**src/hw/acc_pkg.sv**
```systemverilog
package acc_pkg;

  // Host serial port.
  localparam logic [6:0] I2C_DEV_ADDR   = 7'h6a;

  // Register indices reached by the first data byte of a host write.
  localparam logic [7:0] REG_CH_STATE   = 8'h00;
  localparam logic [7:0] REG_GLOBAL     = 8'h01;
  localparam logic [7:0] REG_VOL0       = 8'h02;
  localparam logic [7:0] REG_VOL3       = 8'h05;
  localparam logic [7:0] REG_MISC1      = 8'h06;
  localparam logic [7:0] REG_MISC2      = 8'h07;
  localparam logic [7:0] REG_MISC3      = 8'h08;
  localparam logic [7:0] REG_VOL_RATE   = 8'h09;
  localparam logic [7:0] REG_FAULT_CTRL = 8'h0a;
  localparam logic [7:0] REG_FAULT_STAT = 8'h0b;
  localparam logic [7:0] REG_FORMAT     = 8'h0c;

  // Bit positions inside the control registers.
  localparam int GLB_RESET_BIT   = 7;
  localparam int FLT_CLEAR_BIT   = 7;
  localparam int FLT_CLIP_EN_BIT = 0;
  localparam int FLT_OVT_EN_BIT  = 1;

  // Channel output states.
  localparam logic [1:0] CH_FLOAT = 2'h0;
  localparam logic [1:0] CH_MUTE  = 2'h1;
  localparam logic [1:0] CH_PLAY  = 2'h2;

  // Input framing selection.
  localparam logic [1:0] FMT_AUTO = 2'h0;
  localparam logic [1:0] FMT_I2S  = 2'h1;
  localparam logic [1:0] FMT_TDM  = 2'h2;

  // Reset values.
  localparam logic [7:0] VOL_UNITY   = 8'h80;
  localparam logic [1:0] GAIN_HIGH   = 2'h2;
  localparam logic [1:0] OVT_120C    = 2'h2;
  localparam logic       CUR_LEVEL2  = 1'b1;
  localparam logic       RATIO_64X   = 1'b0;
  localparam logic [2:0] SWF_2M1     = 3'h0;
  localparam logic [2:0] PHASE_45DEG = 3'h0;
  localparam logic [2:0] RATE_1FRAME = 3'h0;

  localparam int SAMPLE_W = 16;
  localparam int VOL_SHIFT = 7;

  typedef struct packed {
    logic       ratio_128x;
    logic       sample_rate_96k;
    logic       overcurrent_level;
    logic [1:0] format_force;
    logic [3:0] lineout;
    logic [1:0] parallel_bridged_pair;
    logic [1:0] gain_sel;
    logic [1:0] ovt_threshold;
    logic [2:0] switching_frequency;
    logic [2:0] phase_offset;
  } acc_cfg_s;

  localparam acc_cfg_s CFG_DEFAULT = '{
    ratio_128x: RATIO_64X, sample_rate_96k: 1'b0, overcurrent_level: CUR_LEVEL2,
    format_force: FMT_AUTO, lineout: 4'h0, parallel_bridged_pair: 2'h0,
    gain_sel: GAIN_HIGH, ovt_threshold: OVT_120C,
    switching_frequency: SWF_2M1, phase_offset: PHASE_45DEG};

  typedef struct packed {
    logic [3:0] clip;
    logic [3:0] overcurrent;
    logic       overtemp_warning;
    logic       overrun;
  } acc_fault_s;

  typedef struct packed {
    logic [1:0]          chan;
    logic [SAMPLE_W-1:0] sample;
  } acc_word_s;

  typedef struct packed {
    logic                valid;
    logic [1:0]          chan;
    logic [SAMPLE_W-1:0] sample;
  } acc_audio_s;

endpackage

```
**src/hw/acc_fifo.sv**
```systemverilog
`timescale 1ns/1ns
module acc_fifo #(
  parameter int WIDTH = 18,
  parameter int DEPTH = 16
) (
  // Clock and reset.
  input  wire logic             clk,
  input  wire logic             rstn,
  // Fill side.
  input  wire logic             in_valid,
  output logic                  in_ready,
  input  wire logic [WIDTH-1:0] in_data,
  // Drain side.
  output logic                  out_valid,
  input  wire logic             out_ready,
  output logic [WIDTH-1:0]      out_data
);
  localparam int AW = $clog2(DEPTH);

  initial
  begin
    if (DEPTH < 2 || (1 << AW) != DEPTH)
      $error("acc_fifo depth must be a power of two of at least 2");
  end

  logic [WIDTH-1:0] mem [DEPTH];
  logic [AW:0]      wptr_r;
  logic [AW:0]      rptr_r;
  logic             push;
  logic             pop;
  logic             empty;

  assign empty    = (wptr_r == rptr_r);
  assign in_ready = !((wptr_r[AW] != rptr_r[AW]) && (wptr_r[AW-1:0] == rptr_r[AW-1:0]));
  assign push     = in_valid && in_ready;
  // Read data sits in a register, refilled whenever it is empty or taken.
  assign pop      = !empty && (!out_valid || out_ready);

  always_ff @(posedge clk)
  begin
    if (push)
      mem[wptr_r[AW-1:0]] <= in_data;
  end

  always_ff @(posedge clk or negedge rstn)
  begin
    if (!rstn)
    begin
      wptr_r <= '0;
      rptr_r <= '0;
    end
    else
    begin
      if (push)
        wptr_r <= wptr_r + 1'b1;
      if (pop)
        rptr_r <= rptr_r + 1'b1;
    end
  end

  always_ff @(posedge clk or negedge rstn)
  begin
    if (!rstn)
    begin
      out_valid <= 1'b0;
      out_data  <= '0;
    end
    else if (pop)
    begin
      out_valid <= 1'b1;
      out_data  <= mem[rptr_r[AW-1:0]];
    end
    else if (out_ready)
      out_valid <= 1'b0;
  end
endmodule

```
**src/hw/acc_top.sv**
```systemverilog
// How it works
// Global float command puts all four channels into float state together.
// Global mute and play commands set all four channel states at once.
// Software reset bit returns every setting to its reset value.
// Each channel holds its own float, mute or play state.
// Each channel has its own volume, a digital gain on its samples.
// Channels default to speaker mode; one line-output bit serves channels 1+3, another serves 2+4.
// Oversampling defaults to 64X, selectable 128X.
// Channels 1+2 and 3+4 can each form one parallel bridged pair.
// Over-current threshold has two levels, level two after reset.
// Input framing is detected automatically, or forced by the host.
// Host selects the 96 kHz setting for rates above 48 kHz.
// Over-temperature warning threshold is programmable, 120 C after reset.
// Switching frequency defaults to 2.1 MHz, lower ones selectable.
// Channel phase offset defaults to 45 degrees, others selectable.
// Four analog gain settings, high selected after reset.
// Volume ramps one step per 1 to 8 frames, default one frame.
// With clip reporting on, clip status drives the warning pin.
// With thermal reporting on, over-temperature drives the same warning pin.
// A host clear command resets all latched faults and warnings.
// External mute input halts modulation; releasing it restarts it.
// External standby input enters standby; releasing it resumes operation.
// Configuration arrives from the host over an I2C slave port.
// Fault bits stay latched until cleared and are readable anytime.
`timescale 1ns/1ns
module acc_top #(
  parameter int FIFO_DEPTH = 16
) (
  // Clock and reset.
  input  wire logic              clk,
  input  wire logic              rstn,
  // Host serial port.
  input  wire logic              scl_i,
  input  wire logic              sda_i,
  output logic                   sda_o,
  output logic                   sda_oe,
  // Audio link.
  input  wire logic              bclk_i,
  input  wire logic              frame_sync_i,
  input  wire logic              sdata_i,
  // Control pins and fault sensors.
  input  wire logic              mute_req_i,
  input  wire logic              standby_req_i,
  input  wire logic [3:0]        clip_i,
  input  wire logic [3:0]        overcurrent_i,
  input  wire logic              overtemp_i,
  // Processed audio.
  output acc_pkg::acc_audio_s    audio_o,
  input  wire logic              audio_ready,
  // Power stage controls.
  output acc_pkg::acc_cfg_s      cfg_o,
  output logic [3:0]             output_float_state,
  output logic [3:0]             ch_muted,
  output logic                   modulation_en,
  output logic                   standby_o,
  output logic                   warn_n,
  output acc_pkg::acc_fault_s    fault_o
);
  initial
  begin
    if (FIFO_DEPTH < 2)
      $error("acc_top fifo depth too small");
  end

  function automatic logic [acc_pkg::SAMPLE_W-1:0] scale(
    input logic [acc_pkg::SAMPLE_W-1:0] s, input logic [7:0] v);
    logic signed [acc_pkg::SAMPLE_W+8:0] p;
    p = $signed(s) * $signed({1'b0, v});
    return p[acc_pkg::SAMPLE_W+acc_pkg::VOL_SHIFT-1:acc_pkg::VOL_SHIFT];
  endfunction

  ////////////////////////////////////////////////////////////////////////////
  // Input synchronisers.
  logic [9:0] sy1_r;
  logic [9:0] sy2_r;
  logic [9:0] sy3_r;
  always_ff @(posedge clk or negedge rstn)
  begin
    if (!rstn)
    begin
      sy1_r <= 10'h003;
      sy2_r <= 10'h003;
      sy3_r <= 10'h003;
    end
    else
    begin
      sy1_r <= {overtemp_i, standby_req_i, mute_req_i, sdata_i, frame_sync_i, bclk_i,
                1'b0, 1'b0, scl_i, sda_i};
      sy2_r <= sy1_r;
      sy3_r <= sy2_r;
    end
  end
  logic [7:0] flt_s1_r;
  logic [7:0] flt_s2_r;
  always_ff @(posedge clk or negedge rstn)
  begin
    if (!rstn)
    begin
      flt_s1_r <= 8'h00;
      flt_s2_r <= 8'h00;
    end
    else
    begin
      flt_s1_r <= {clip_i, overcurrent_i};
      flt_s2_r <= flt_s1_r;
    end
  end
  logic sda_s, scl_s, bclk_s, fs_s, sd_s, mute_s, stby_s, ovt_s;
  assign {ovt_s, stby_s, mute_s, sd_s, fs_s, bclk_s} = sy2_r[9:4];
  assign {scl_s, sda_s} = sy2_r[1:0];
  logic scl_rise, scl_fall, i2c_start, i2c_stop, bclk_rise, fs_rise;
  assign scl_rise  = scl_s && !sy3_r[1];
  assign scl_fall  = !scl_s && sy3_r[1];
  assign i2c_start = scl_s && sy3_r[1] && !sda_s && sy3_r[0];
  assign i2c_stop  = scl_s && sy3_r[1] && sda_s && !sy3_r[0];
  assign bclk_rise = bclk_s && !sy3_r[4];
  assign fs_rise   = fs_s && !sy3_r[5];

  ////////////////////////////////////////////////////////////////////////////
  // I2C slave.
  typedef enum logic [6:0] {
    I2C_IDLE  = 7'h01, I2C_ADDR  = 7'h02, I2C_ACK_A = 7'h04, I2C_WR = 7'h08,
    I2C_ACK_W = 7'h10, I2C_RD    = 7'h20, I2C_ACK_R = 7'h40
  } acc_i2c_e;
  acc_i2c_e   i2c_r;
  logic [7:0] sh_r;
  logic [3:0] bit_r;
  logic       rw_r;
  logic       idx_ok_r;
  logic       nack_r;
  logic [7:0] idx_r;
  logic [7:0] tx_r;
  logic       wr_stb;
  logic [7:0] rd_byte;
  assign wr_stb = scl_fall && (i2c_r == I2C_WR) && (bit_r == 4'h8) && idx_ok_r;

  always_ff @(posedge clk or negedge rstn)
  begin
    if (!rstn)
    begin
      i2c_r <= I2C_IDLE; sh_r <= 8'h00; bit_r <= 4'h0; rw_r <= 1'b0;
      idx_ok_r <= 1'b0; nack_r <= 1'b0; idx_r <= 8'h00; tx_r <= 8'h00;
      sda_oe <= 1'b0;
    end
    else if (i2c_start)
    begin
      i2c_r <= I2C_ADDR; bit_r <= 4'h0; sda_oe <= 1'b0; idx_ok_r <= 1'b0;
    end
    else if (i2c_stop)
    begin
      i2c_r <= I2C_IDLE; sda_oe <= 1'b0;
    end
    else if (scl_rise)
    begin
      sh_r  <= {sh_r[6:0], sda_s};
      bit_r <= bit_r + 4'h1;
      if (i2c_r == I2C_ACK_R)
        nack_r <= sda_s;
    end
    else if (scl_fall)
    begin
      case (i2c_r)
        I2C_ADDR:
        begin
          if (bit_r == 4'h8)
          begin
            rw_r <= sh_r[0];
            if (sh_r[7:1] == acc_pkg::I2C_DEV_ADDR)
            begin
              i2c_r <= I2C_ACK_A; sda_oe <= 1'b1;
            end
            else
              i2c_r <= I2C_IDLE;
          end
        end
        I2C_ACK_A:
        begin
          bit_r <= 4'h0;
          if (rw_r)
          begin
            i2c_r <= I2C_RD; tx_r <= {rd_byte[6:0], 1'b0}; sda_oe <= !rd_byte[7];
          end
          else
          begin
            i2c_r <= I2C_WR; sda_oe <= 1'b0;
          end
        end
        I2C_WR:
        begin
          if (bit_r == 4'h8)
          begin
            i2c_r <= I2C_ACK_W; sda_oe <= 1'b1;
            if (!idx_ok_r)
              idx_r <= sh_r;
            else
              idx_r <= idx_r + 8'h01;
            idx_ok_r <= 1'b1;
          end
        end
        I2C_ACK_W:
        begin
          i2c_r <= I2C_WR; sda_oe <= 1'b0; bit_r <= 4'h0;
        end
        I2C_RD:
        begin
          if (bit_r == 4'h8)
          begin
            i2c_r <= I2C_ACK_R; sda_oe <= 1'b0; idx_r <= idx_r + 8'h01;
          end
          else
          begin
            sda_oe <= !tx_r[7]; tx_r <= {tx_r[6:0], 1'b0};
          end
        end
        I2C_ACK_R:
        begin
          bit_r <= 4'h0;
          if (nack_r)
          begin
            i2c_r <= I2C_IDLE; sda_oe <= 1'b0;
          end
          else
          begin
            i2c_r <= I2C_RD; tx_r <= {rd_byte[6:0], 1'b0}; sda_oe <= !rd_byte[7];
          end
        end
        default: i2c_r <= I2C_IDLE;
      endcase
    end
  end

  always_ff @(posedge clk or negedge rstn)
  begin
    if (!rstn)
      sda_o <= 1'b0;
    else
      sda_o <= 1'b0;
  end

  ////////////////////////////////////////////////////////////////////////////
  // Configuration registers.
  logic [1:0] ch_state_r [4];
  logic [7:0] vol_tgt_r [4];
  logic [2:0] vol_rate_r;
  logic       clip_en_r;
  logic       ovt_en_r;
  logic       flt_clear;
  logic       soft_rst;
  acc_pkg::acc_cfg_s cfg_r;
  assign soft_rst  = wr_stb && (idx_r == acc_pkg::REG_GLOBAL) && sh_r[acc_pkg::GLB_RESET_BIT];
  assign flt_clear = wr_stb && (idx_r == acc_pkg::REG_FAULT_CTRL) && sh_r[acc_pkg::FLT_CLEAR_BIT];

  always_ff @(posedge clk or negedge rstn)
  begin
    if (!rstn)
    begin
      cfg_r <= acc_pkg::CFG_DEFAULT; vol_rate_r <= acc_pkg::RATE_1FRAME;
      clip_en_r <= 1'b0; ovt_en_r <= 1'b0;
      for (int i = 0; i < 4; i++)
      begin
        ch_state_r[i] <= acc_pkg::CH_MUTE; vol_tgt_r[i] <= acc_pkg::VOL_UNITY;
      end
    end
    else if (soft_rst)
    begin
      cfg_r <= acc_pkg::CFG_DEFAULT; vol_rate_r <= acc_pkg::RATE_1FRAME;
      clip_en_r <= 1'b0; ovt_en_r <= 1'b0;
      for (int i = 0; i < 4; i++)
      begin
        ch_state_r[i] <= acc_pkg::CH_MUTE; vol_tgt_r[i] <= acc_pkg::VOL_UNITY;
      end
    end
    else if (wr_stb)
    begin
      case (idx_r)
        acc_pkg::REG_CH_STATE:
          for (int i = 0; i < 4; i++)
            ch_state_r[i] <= sh_r[2*i +: 2];
        acc_pkg::REG_GLOBAL:
          for (int i = 0; i < 4; i++)
            ch_state_r[i] <= sh_r[1:0];
        acc_pkg::REG_MISC1:
        begin
          cfg_r.ratio_128x        <= sh_r[0];
          cfg_r.sample_rate_96k   <= sh_r[1];
          cfg_r.overcurrent_level <= sh_r[2];
          cfg_r.format_force      <= sh_r[4:3];
        end
        acc_pkg::REG_MISC2:
        begin
          cfg_r.parallel_bridged_pair <= sh_r[1:0];
          cfg_r.gain_sel              <= sh_r[3:2];
          cfg_r.ovt_threshold         <= sh_r[5:4];
          cfg_r.lineout               <= {sh_r[7:6], sh_r[7:6]};
        end
        acc_pkg::REG_MISC3:
        begin
          cfg_r.switching_frequency <= sh_r[2:0];
          cfg_r.phase_offset        <= sh_r[5:3];
        end
        acc_pkg::REG_VOL_RATE:
          vol_rate_r <= sh_r[2:0];
        acc_pkg::REG_FAULT_CTRL:
        begin
          clip_en_r <= sh_r[acc_pkg::FLT_CLIP_EN_BIT];
          ovt_en_r  <= sh_r[acc_pkg::FLT_OVT_EN_BIT];
        end
        default:
          if (idx_r >= acc_pkg::REG_VOL0 && idx_r <= acc_pkg::REG_VOL3)
            vol_tgt_r[2'(idx_r - acc_pkg::REG_VOL0)] <= sh_r;
      endcase
    end
  end

  ////////////////////////////////////////////////////////////////////////////
  // Latched faults; a new event wins over a clear in the same cycle.
  acc_pkg::acc_fault_s flt_r;
  logic                overrun;
  logic                tdm_r;
  always_ff @(posedge clk or negedge rstn)
  begin
    if (!rstn)
      flt_r <= '0;
    else
    begin
      flt_r.clip             <= (flt_clear ? 4'h0 : flt_r.clip) | flt_s2_r[7:4];
      flt_r.overcurrent      <= (flt_clear ? 4'h0 : flt_r.overcurrent) | flt_s2_r[3:0];
      flt_r.overtemp_warning <= (!flt_clear && flt_r.overtemp_warning) || ovt_s;
      flt_r.overrun          <= (!flt_clear && flt_r.overrun) || overrun;
    end
  end

  always_comb
  begin
    case (idx_r)
      acc_pkg::REG_CH_STATE:   rd_byte = {ch_state_r[3], ch_state_r[2], ch_state_r[1],
                                          ch_state_r[0]};
      acc_pkg::REG_MISC1:      rd_byte = {3'h0, cfg_r.format_force, cfg_r.overcurrent_level,
                                          cfg_r.sample_rate_96k, cfg_r.ratio_128x};
      acc_pkg::REG_MISC2:      rd_byte = {cfg_r.lineout[1:0], cfg_r.ovt_threshold,
                                          cfg_r.gain_sel, cfg_r.parallel_bridged_pair};
      acc_pkg::REG_MISC3:      rd_byte = {2'h0, cfg_r.phase_offset, cfg_r.switching_frequency};
      acc_pkg::REG_VOL_RATE:   rd_byte = {5'h0, vol_rate_r};
      acc_pkg::REG_FAULT_CTRL: rd_byte = {6'h0, ovt_en_r, clip_en_r};
      acc_pkg::REG_FAULT_STAT: rd_byte = {flt_r.clip, flt_r.overcurrent[3:2] != 2'h0,
                                          flt_r.overcurrent[1:0] != 2'h0,
                                          flt_r.overtemp_warning, flt_r.overrun};
      acc_pkg::REG_FORMAT:     rd_byte = {7'h0, tdm_r};
      default:
        if (idx_r >= acc_pkg::REG_VOL0 && idx_r <= acc_pkg::REG_VOL3)
          rd_byte = vol_tgt_r[2'(idx_r - acc_pkg::REG_VOL0)];
        else
          rd_byte = 8'h00;
    endcase
  end

  ////////////////////////////////////////////////////////////////////////////
  // Audio receiver with framing detection.
  logic [acc_pkg::SAMPLE_W-1:0] rx_sh_r;
  logic [3:0]                   rx_cnt_r;
  logic [1:0]                   slot_r;
  logic                         fs_bc_r;
  logic [3:0]                   hi_cnt_r;
  logic                         pend_r;
  acc_pkg::acc_word_s           pend_word_r;
  logic                         fifo_in_ready;
  logic                         use_tdm;
  assign use_tdm = (cfg_r.format_force == acc_pkg::FMT_AUTO) ? tdm_r :
                   (cfg_r.format_force == acc_pkg::FMT_TDM);
  assign overrun = bclk_rise && (rx_cnt_r == 4'hf) && pend_r && !fifo_in_ready;

  always_ff @(posedge clk or negedge rstn)
  begin
    if (!rstn)
    begin
      rx_sh_r <= '0; rx_cnt_r <= 4'h0; slot_r <= 2'h0; fs_bc_r <= 1'b0;
      hi_cnt_r <= 4'h0; tdm_r <= 1'b0; pend_r <= 1'b0; pend_word_r <= '0;
    end
    else
    begin
      if (pend_r && fifo_in_ready)
        pend_r <= 1'b0;
      if (bclk_rise)
      begin
        fs_bc_r <= fs_s;
        rx_sh_r <= {rx_sh_r[acc_pkg::SAMPLE_W-2:0], sd_s};
        if (fs_s)
          hi_cnt_r <= (hi_cnt_r == 4'hf) ? hi_cnt_r : hi_cnt_r + 4'h1;
        // A slot's first bit is taken on the edge that opens it, so its count starts at one.
        if (fs_s && !fs_bc_r)
        begin
          rx_cnt_r <= 4'h1; slot_r <= 2'h0; hi_cnt_r <= 4'h1;
        end
        else if (!fs_s && fs_bc_r && !use_tdm)
        begin
          rx_cnt_r <= 4'h1; slot_r <= 2'h1;
        end
        else
        begin
          rx_cnt_r <= rx_cnt_r + 4'h1;
          if (rx_cnt_r == 4'hf)
          begin
            pend_r      <= 1'b1;
            pend_word_r <= '{chan: slot_r, sample: {rx_sh_r[acc_pkg::SAMPLE_W-2:0], sd_s}};
            slot_r      <= slot_r + 2'h1;
          end
        end
        if (!fs_s && fs_bc_r)
          tdm_r <= (hi_cnt_r == 4'h1);
      end
    end
  end

  acc_pkg::acc_word_s fifo_out;
  logic               fifo_out_valid;
  logic               fifo_out_ready;
  acc_fifo #(
    .WIDTH ($bits(acc_pkg::acc_word_s)),
    .DEPTH (FIFO_DEPTH)
  ) u_fifo (
    .clk       (clk),
    .rstn      (rstn),
    .in_valid  (pend_r),
    .in_ready  (fifo_in_ready),
    .in_data   (pend_word_r),
    .out_valid (fifo_out_valid),
    .out_ready (fifo_out_ready),
    .out_data  (fifo_out)
  );

  ////////////////////////////////////////////////////////////////////////////
  // Volume ramp and sample scaling.
  logic [7:0] vol_cur_r [4];
  logic [2:0] ramp_cnt_r;
  always_ff @(posedge clk or negedge rstn)
  begin
    if (!rstn)
    begin
      ramp_cnt_r <= 3'h0;
      for (int i = 0; i < 4; i++)
        vol_cur_r[i] <= acc_pkg::VOL_UNITY;
    end
    else if (fs_rise)
    begin
      ramp_cnt_r <= (ramp_cnt_r >= vol_rate_r) ? 3'h0 : ramp_cnt_r + 3'h1;
      if (ramp_cnt_r >= vol_rate_r)
        for (int i = 0; i < 4; i++)
          if (vol_cur_r[i] < vol_tgt_r[i])
            vol_cur_r[i] <= vol_cur_r[i] + 8'h01;
          else if (vol_cur_r[i] > vol_tgt_r[i])
            vol_cur_r[i] <= vol_cur_r[i] - 8'h01;
    end
  end

  logic ch_live;
  assign fifo_out_ready = !audio_o.valid || audio_ready;
  assign ch_live = (ch_state_r[fifo_out.chan] == acc_pkg::CH_PLAY) && !mute_s && !stby_s;
  always_ff @(posedge clk or negedge rstn)
  begin
    if (!rstn)
      audio_o <= '0;
    else if (fifo_out_ready)
    begin
      audio_o.valid  <= fifo_out_valid;
      audio_o.chan   <= fifo_out.chan;
      audio_o.sample <= ch_live ? scale(fifo_out.sample, vol_cur_r[fifo_out.chan]) : '0;
    end
  end

  ////////////////////////////////////////////////////////////////////////////
  // Power stage controls and warning pin.
  always_ff @(posedge clk or negedge rstn)
  begin
    if (!rstn)
    begin
      cfg_o <= acc_pkg::CFG_DEFAULT; output_float_state <= 4'hf; ch_muted <= 4'h0;
      modulation_en <= 1'b0; standby_o <= 1'b0; warn_n <= 1'b1; fault_o <= '0;
    end
    else
    begin
      cfg_o         <= cfg_r;
      modulation_en <= !mute_s && !stby_s;
      standby_o     <= stby_s;
      fault_o       <= flt_r;
      warn_n        <= !((clip_en_r && (flt_r.clip != 4'h0)) ||
                         (ovt_en_r && flt_r.overtemp_warning));
      for (int i = 0; i < 4; i++)
      begin
        output_float_state[i] <= stby_s || (ch_state_r[i] == acc_pkg::CH_FLOAT);
        ch_muted[i]           <= ch_state_r[i] == acc_pkg::CH_MUTE;
      end
    end
  end
endmodule

```
**config.mk**
```make
export PLATFORM = sky130hd
export DESIGN_NAME = acc_top
export DESIGN_NICKNAME = d
export VERILOG_FILES = /design/src/hw/acc_pkg.sv /design/src/hw/acc_fifo.sv /design/src/hw/acc_top.sv
export SDC_FILE = /design/constraint.sdc
export NUM_CORES = 1
export LEC_CHECK = 0
export ABC_AREA = 1
export BUFFER_PORTS_ARGS = -buffer_cell sky130_fd_sc_hd__buf_2
export CORE_MARGIN = 1.5
export CORE_UTILIZATION = 45
export DETAILED_ROUTE_END_ITERATION = 12
export PLACE_DENSITY = 0.58
export REMOVE_ABC_BUFFERS = 1
export SLEW_MARGIN = 25
export SYNTH_ARGS = -nofsm -noshare
export SYNTH_HDL_FRONTEND = slang
export SYNTH_SLANG_ARGS = --single-unit
export TNS_END_PERCENT = 5
```
**constraint.sdc**
```tcl
create_clock -name clk -period 5.8 [get_ports clk]
set_clock_uncertainty 0.05 [all_clocks]
set_input_delay 0.58 -clock clk [delete_from_list [all_inputs] [get_ports clk]]
set_output_delay 0.58 -clock clk [all_outputs]
set_load 0.1 [all_outputs]
```
==> summary.md <==
| Metric | Value |
|---|---|
| CP max-delay cell | fa_2 |
| Post-synthesis average cell area | 10.08 µm² |
| Number of flops mapped to enable cells by yosys | 288 |
| Number of buffers created by CTS | 68 |
| WS Path Type | reg2reg |
| Highest-count cells in the layout ignoring fill and taps | nand2_1, inv_1, o21ai_0 |
| Max-slew headroom | 32.33% |
| Synth Warn # | 0 |
| Detail Route Antenna Nets | 0 |
| WL/cell | 19.61 µm |
| I/O pins | 82 |
| Clk root buf | clkbuf_16 |
| GRT Overall Usage | 22.94% |
| Crit path max-delay family | adder cells |
| Reg-to-Reg Start | u_fifo.out_data[16] |
| CP Buf/Inv Count | 8 |
| Crit path capture type | flip-flop |
| Finished Layout Cells | 4,045 |
| # rows | 95 |
| Latest clock arrival within the worst-skew pair | 0.61 ns |
| Final GP Congestion | 0.9387 |
| Wirelength, routed | 79,330 µm |
| Via count | 21,958 |
| Clock transition at path regs | 0.06 ns |
| CTS tree | yes |
| Worst path cell trace | inv_1, buf_4, nand2_1, nand3_1, nand2_1, nor2_1, inv_1, fa_2, inv_1, fa_1, fa_1, inv_1, fa_1, inv_1, ha_1, inv_1, nor3_1, nand2_1, inv_1, nand2_1, o21ai_0, nand2_1, nand2_1, o21ai_0 |
| Worst path required time | 6.23 ns |
| Worst-Margin Slew | 1.007 ns |
| Largest net degree at the start of global routing | 102 |
| Core Region | 0.06716 mm² |
| Pins Over Slew Limit | 0 |
| Final Hold Viols | 0 |
| Final period util | 92.17% |
| Post-synth top flop | edfxtp_1 |
| Pleak | 15.13 nW |
| Final WS setup | 0.4543 ns |
| Maximum clock path buffer count | 3 |
| MaxCap Viol Count | 0 |
| First-pass GRT wire length | 124,200 µm |
| Outcome | finished, final reports clean |
| FMAX | 187.1 MHz |
| Share of layout cells above drive strength 1 | 10.72% |
| Worst R2R Path Depth | 24 |
| Fraction of registers with async set/reset | 52.40% |
| Post-synthesis sequential area ratio | 54.53% |
| H-tree depth | 3 |
| Initial Util | 45.38% |
| WHS | 0.02688 ns |
| Synth Register Bits | 605 |
| Min-delay src | clip_i[0] |
| DP Cell Count | 3,915 |
| Worst vdd ir | 0.6178 mV |
| Worst Hold Endpoint | flt_s1_r[4] |
| Die area | 0.06930 mm² |
| Total gr overflow | 0 |
| Critical path arrival | 5.77 ns |
| Commonest non-fill, non-tap cell in the layout | nand2_1 |
| Residual DRC | 0 |
| Final worst path period need | 5.346 ns |
| Area delta synth->final | 12.20% |
| Setup WS pre-CTS | 0.3769 ns |
| Worst path most repeated cell | inv_1 |
| P per Cell Area | 603.0 mW/mm² |
| Unique masters post-synth | 58 |
| Input/output buffers | 80 |
| Via-to-Cell Ratio | 5.428 |
| Sink Count | 605 |
| Fin nets | 3,357 |
| Cells after Synth | 3,023 |
| Hold/Removal Path Class | in2reg |
| Reg-to-reg critical path endpoint | audio_o[14] |
| Setup TNS | 0 ns |
| Crit-path max cell delay | 0.67 ns |
| RSZ-0062 raised after global routing | false |
| Worst Setup Start Kind | flip-flop |
| Die Span X | 263.2 µm |
| Hold depth | 1 |
| Post-DP HPWL | 55,190 µm |
| R2r setup slk | 0.45 ns |
| Max FO, Critical Path | 10 |
| DRT Pass-1 Iters | 7 |
| Initial antenna violation count | 0 |
| DP Area | 0.03191 mm² |
| Post-Syn Area | 0.03048 mm² |
| # diodes | 0 |
| Finished Cell Area | 0.03420 mm² |
| Final setup vio count | 0 |
| Die Y | 263.2 µm |
| Vias in the first global route | 21,945 |
| First DRT Iteration DRCs | 1,703 |
## layout make-up
class                           count  area (µm²)
Clock buffer                       92        1842
Fill cell                        6029       32960
Timing Repair Buffer              127       773.2
Clock inverter                     32       372.9
Tap cell                          873        1092
Sequential cell                   605       16620
Multi-Input combinational cell   1933       12040
Inverter                          383        1453
## where the power goes
part           total [mW]  leakage [nW]  internal [mW]  switching (mW)
combinational        11.3          7.21           3.79            7.51
sequential           5.02          6.84           4.74           0.287
clock                4.30          1.08           2.55            1.75
## layer usage
metal | wire length (µm) | track usage [%] | part of all wire, %
met5 | 0 | 0 | 0
met4 | 1765 | 7.046 | 2.2
met3 | 4205 | 3.283 | 5.3
met2 | 37140 | 37.24 | 47
met1 | 36220 | 32.01 | 46
## sequential cells by signal (all words and copies together), names as in the netlist, 10 cells and up
name / flops
audio_o: 19
cfg_o: 19
cfg_r: 19
fault_o: 10
flt_r: 10
pend_word_r: 18
rx_sh_r: 15
u_fifo.mem: 288
u_fifo.out_data: 18
vol_cur_r: 32
vol_tgt_r: 32
## kinds of logic (layout without fill, tap and decap cells)
| group | Yosys count | in the layout | synth area share [%] |
|---|---|---|---|
| adders and majority gates | 220 | 220 | 11.49 |
| AOI/OAI and AO/OA | 628 | 628 | 12.05 |
| other | 1 | 1 | 0.01230 |
| xor gates and xnor gates | 45 | 45 | 1.293 |
| DFF | 605 | 605 | 54.53 |
| buffers and inverters | 485 | 634 | 6.141 |
| and+or+nand+nor | 1039 | 1039 | 14.48 |
## stage by stage
| stage | power, mW | utilization (%) |
|---|---|---|
| 4_1_cts | 20.77 | 50.87 |
| 6_report | 20.62 | 50.92 |
| 5_1_grt | 22.55 | 50.92 |
| 3_3_place_gp | 16.29 | 47.51 |
| 3_5_place_dp | 16.39 | 47.51 |
| 2_1_floorplan | 13.48 | - |
## cells in the mapped netlist (9+ instances only)
master    number  area share, %
a21oi_1       78            1.3
a221oi_1      19           0.55
a22oi_1       19           0.47
a31oi_1       13           0.27
buf_2         18           0.30
clkbuf_1      78           0.96
dfrtp_1      287             24
dfstp_2       30            2.6
edfxtp_1     288             28
fa_1         100            6.6
ha_1         120            4.9
inv_1        368            4.5
inv_2         12           0.15
nand2_1      505            6.2
nand2_2        9           0.18
nand3_1       97            1.6
nand4_1       29           0.60
nor2_1       330            4.1
nor3_1        23           0.38
o211ai_1      20           0.49
o21ai_0      314            5.2
o21ai_1       22           0.36
o21bai_1      15           0.37
o221ai_1      34           0.98
o22ai_1       58            1.2
or2_2          9           0.18
xnor2_1       12           0.34
xor2_1        33           0.95
## how the worst max path moves through the flow
| stage | from | end | cells past startpoint |
|---|---|---|---|
| finish | u_fifo.out_data[16] | audio_o[14] | 24 |
| global route | u_fifo.out_data[16] | audio_o[14] | 24 |
| CTS | u_fifo.out_data[17] | audio_o[12] | 24 |
| detailed placement | u_fifo.out_data[17] | audio_o[12] | 24 |
| global placement | u_fifo.out_data[17] | audio_o[14] | 22 |
| floorplan | u_fifo.rptr_r[0] | u_fifo.mem[15][0] | 8 |
## what timing repair did
item,in CTS,in global routing
gates resized for setup,0,5
setup endpoints to repair,0,6
setup buffers,0,2
hold endpoints to repair,9,0
hold buffers,4,0
Power figures use the tool's default switching activity.
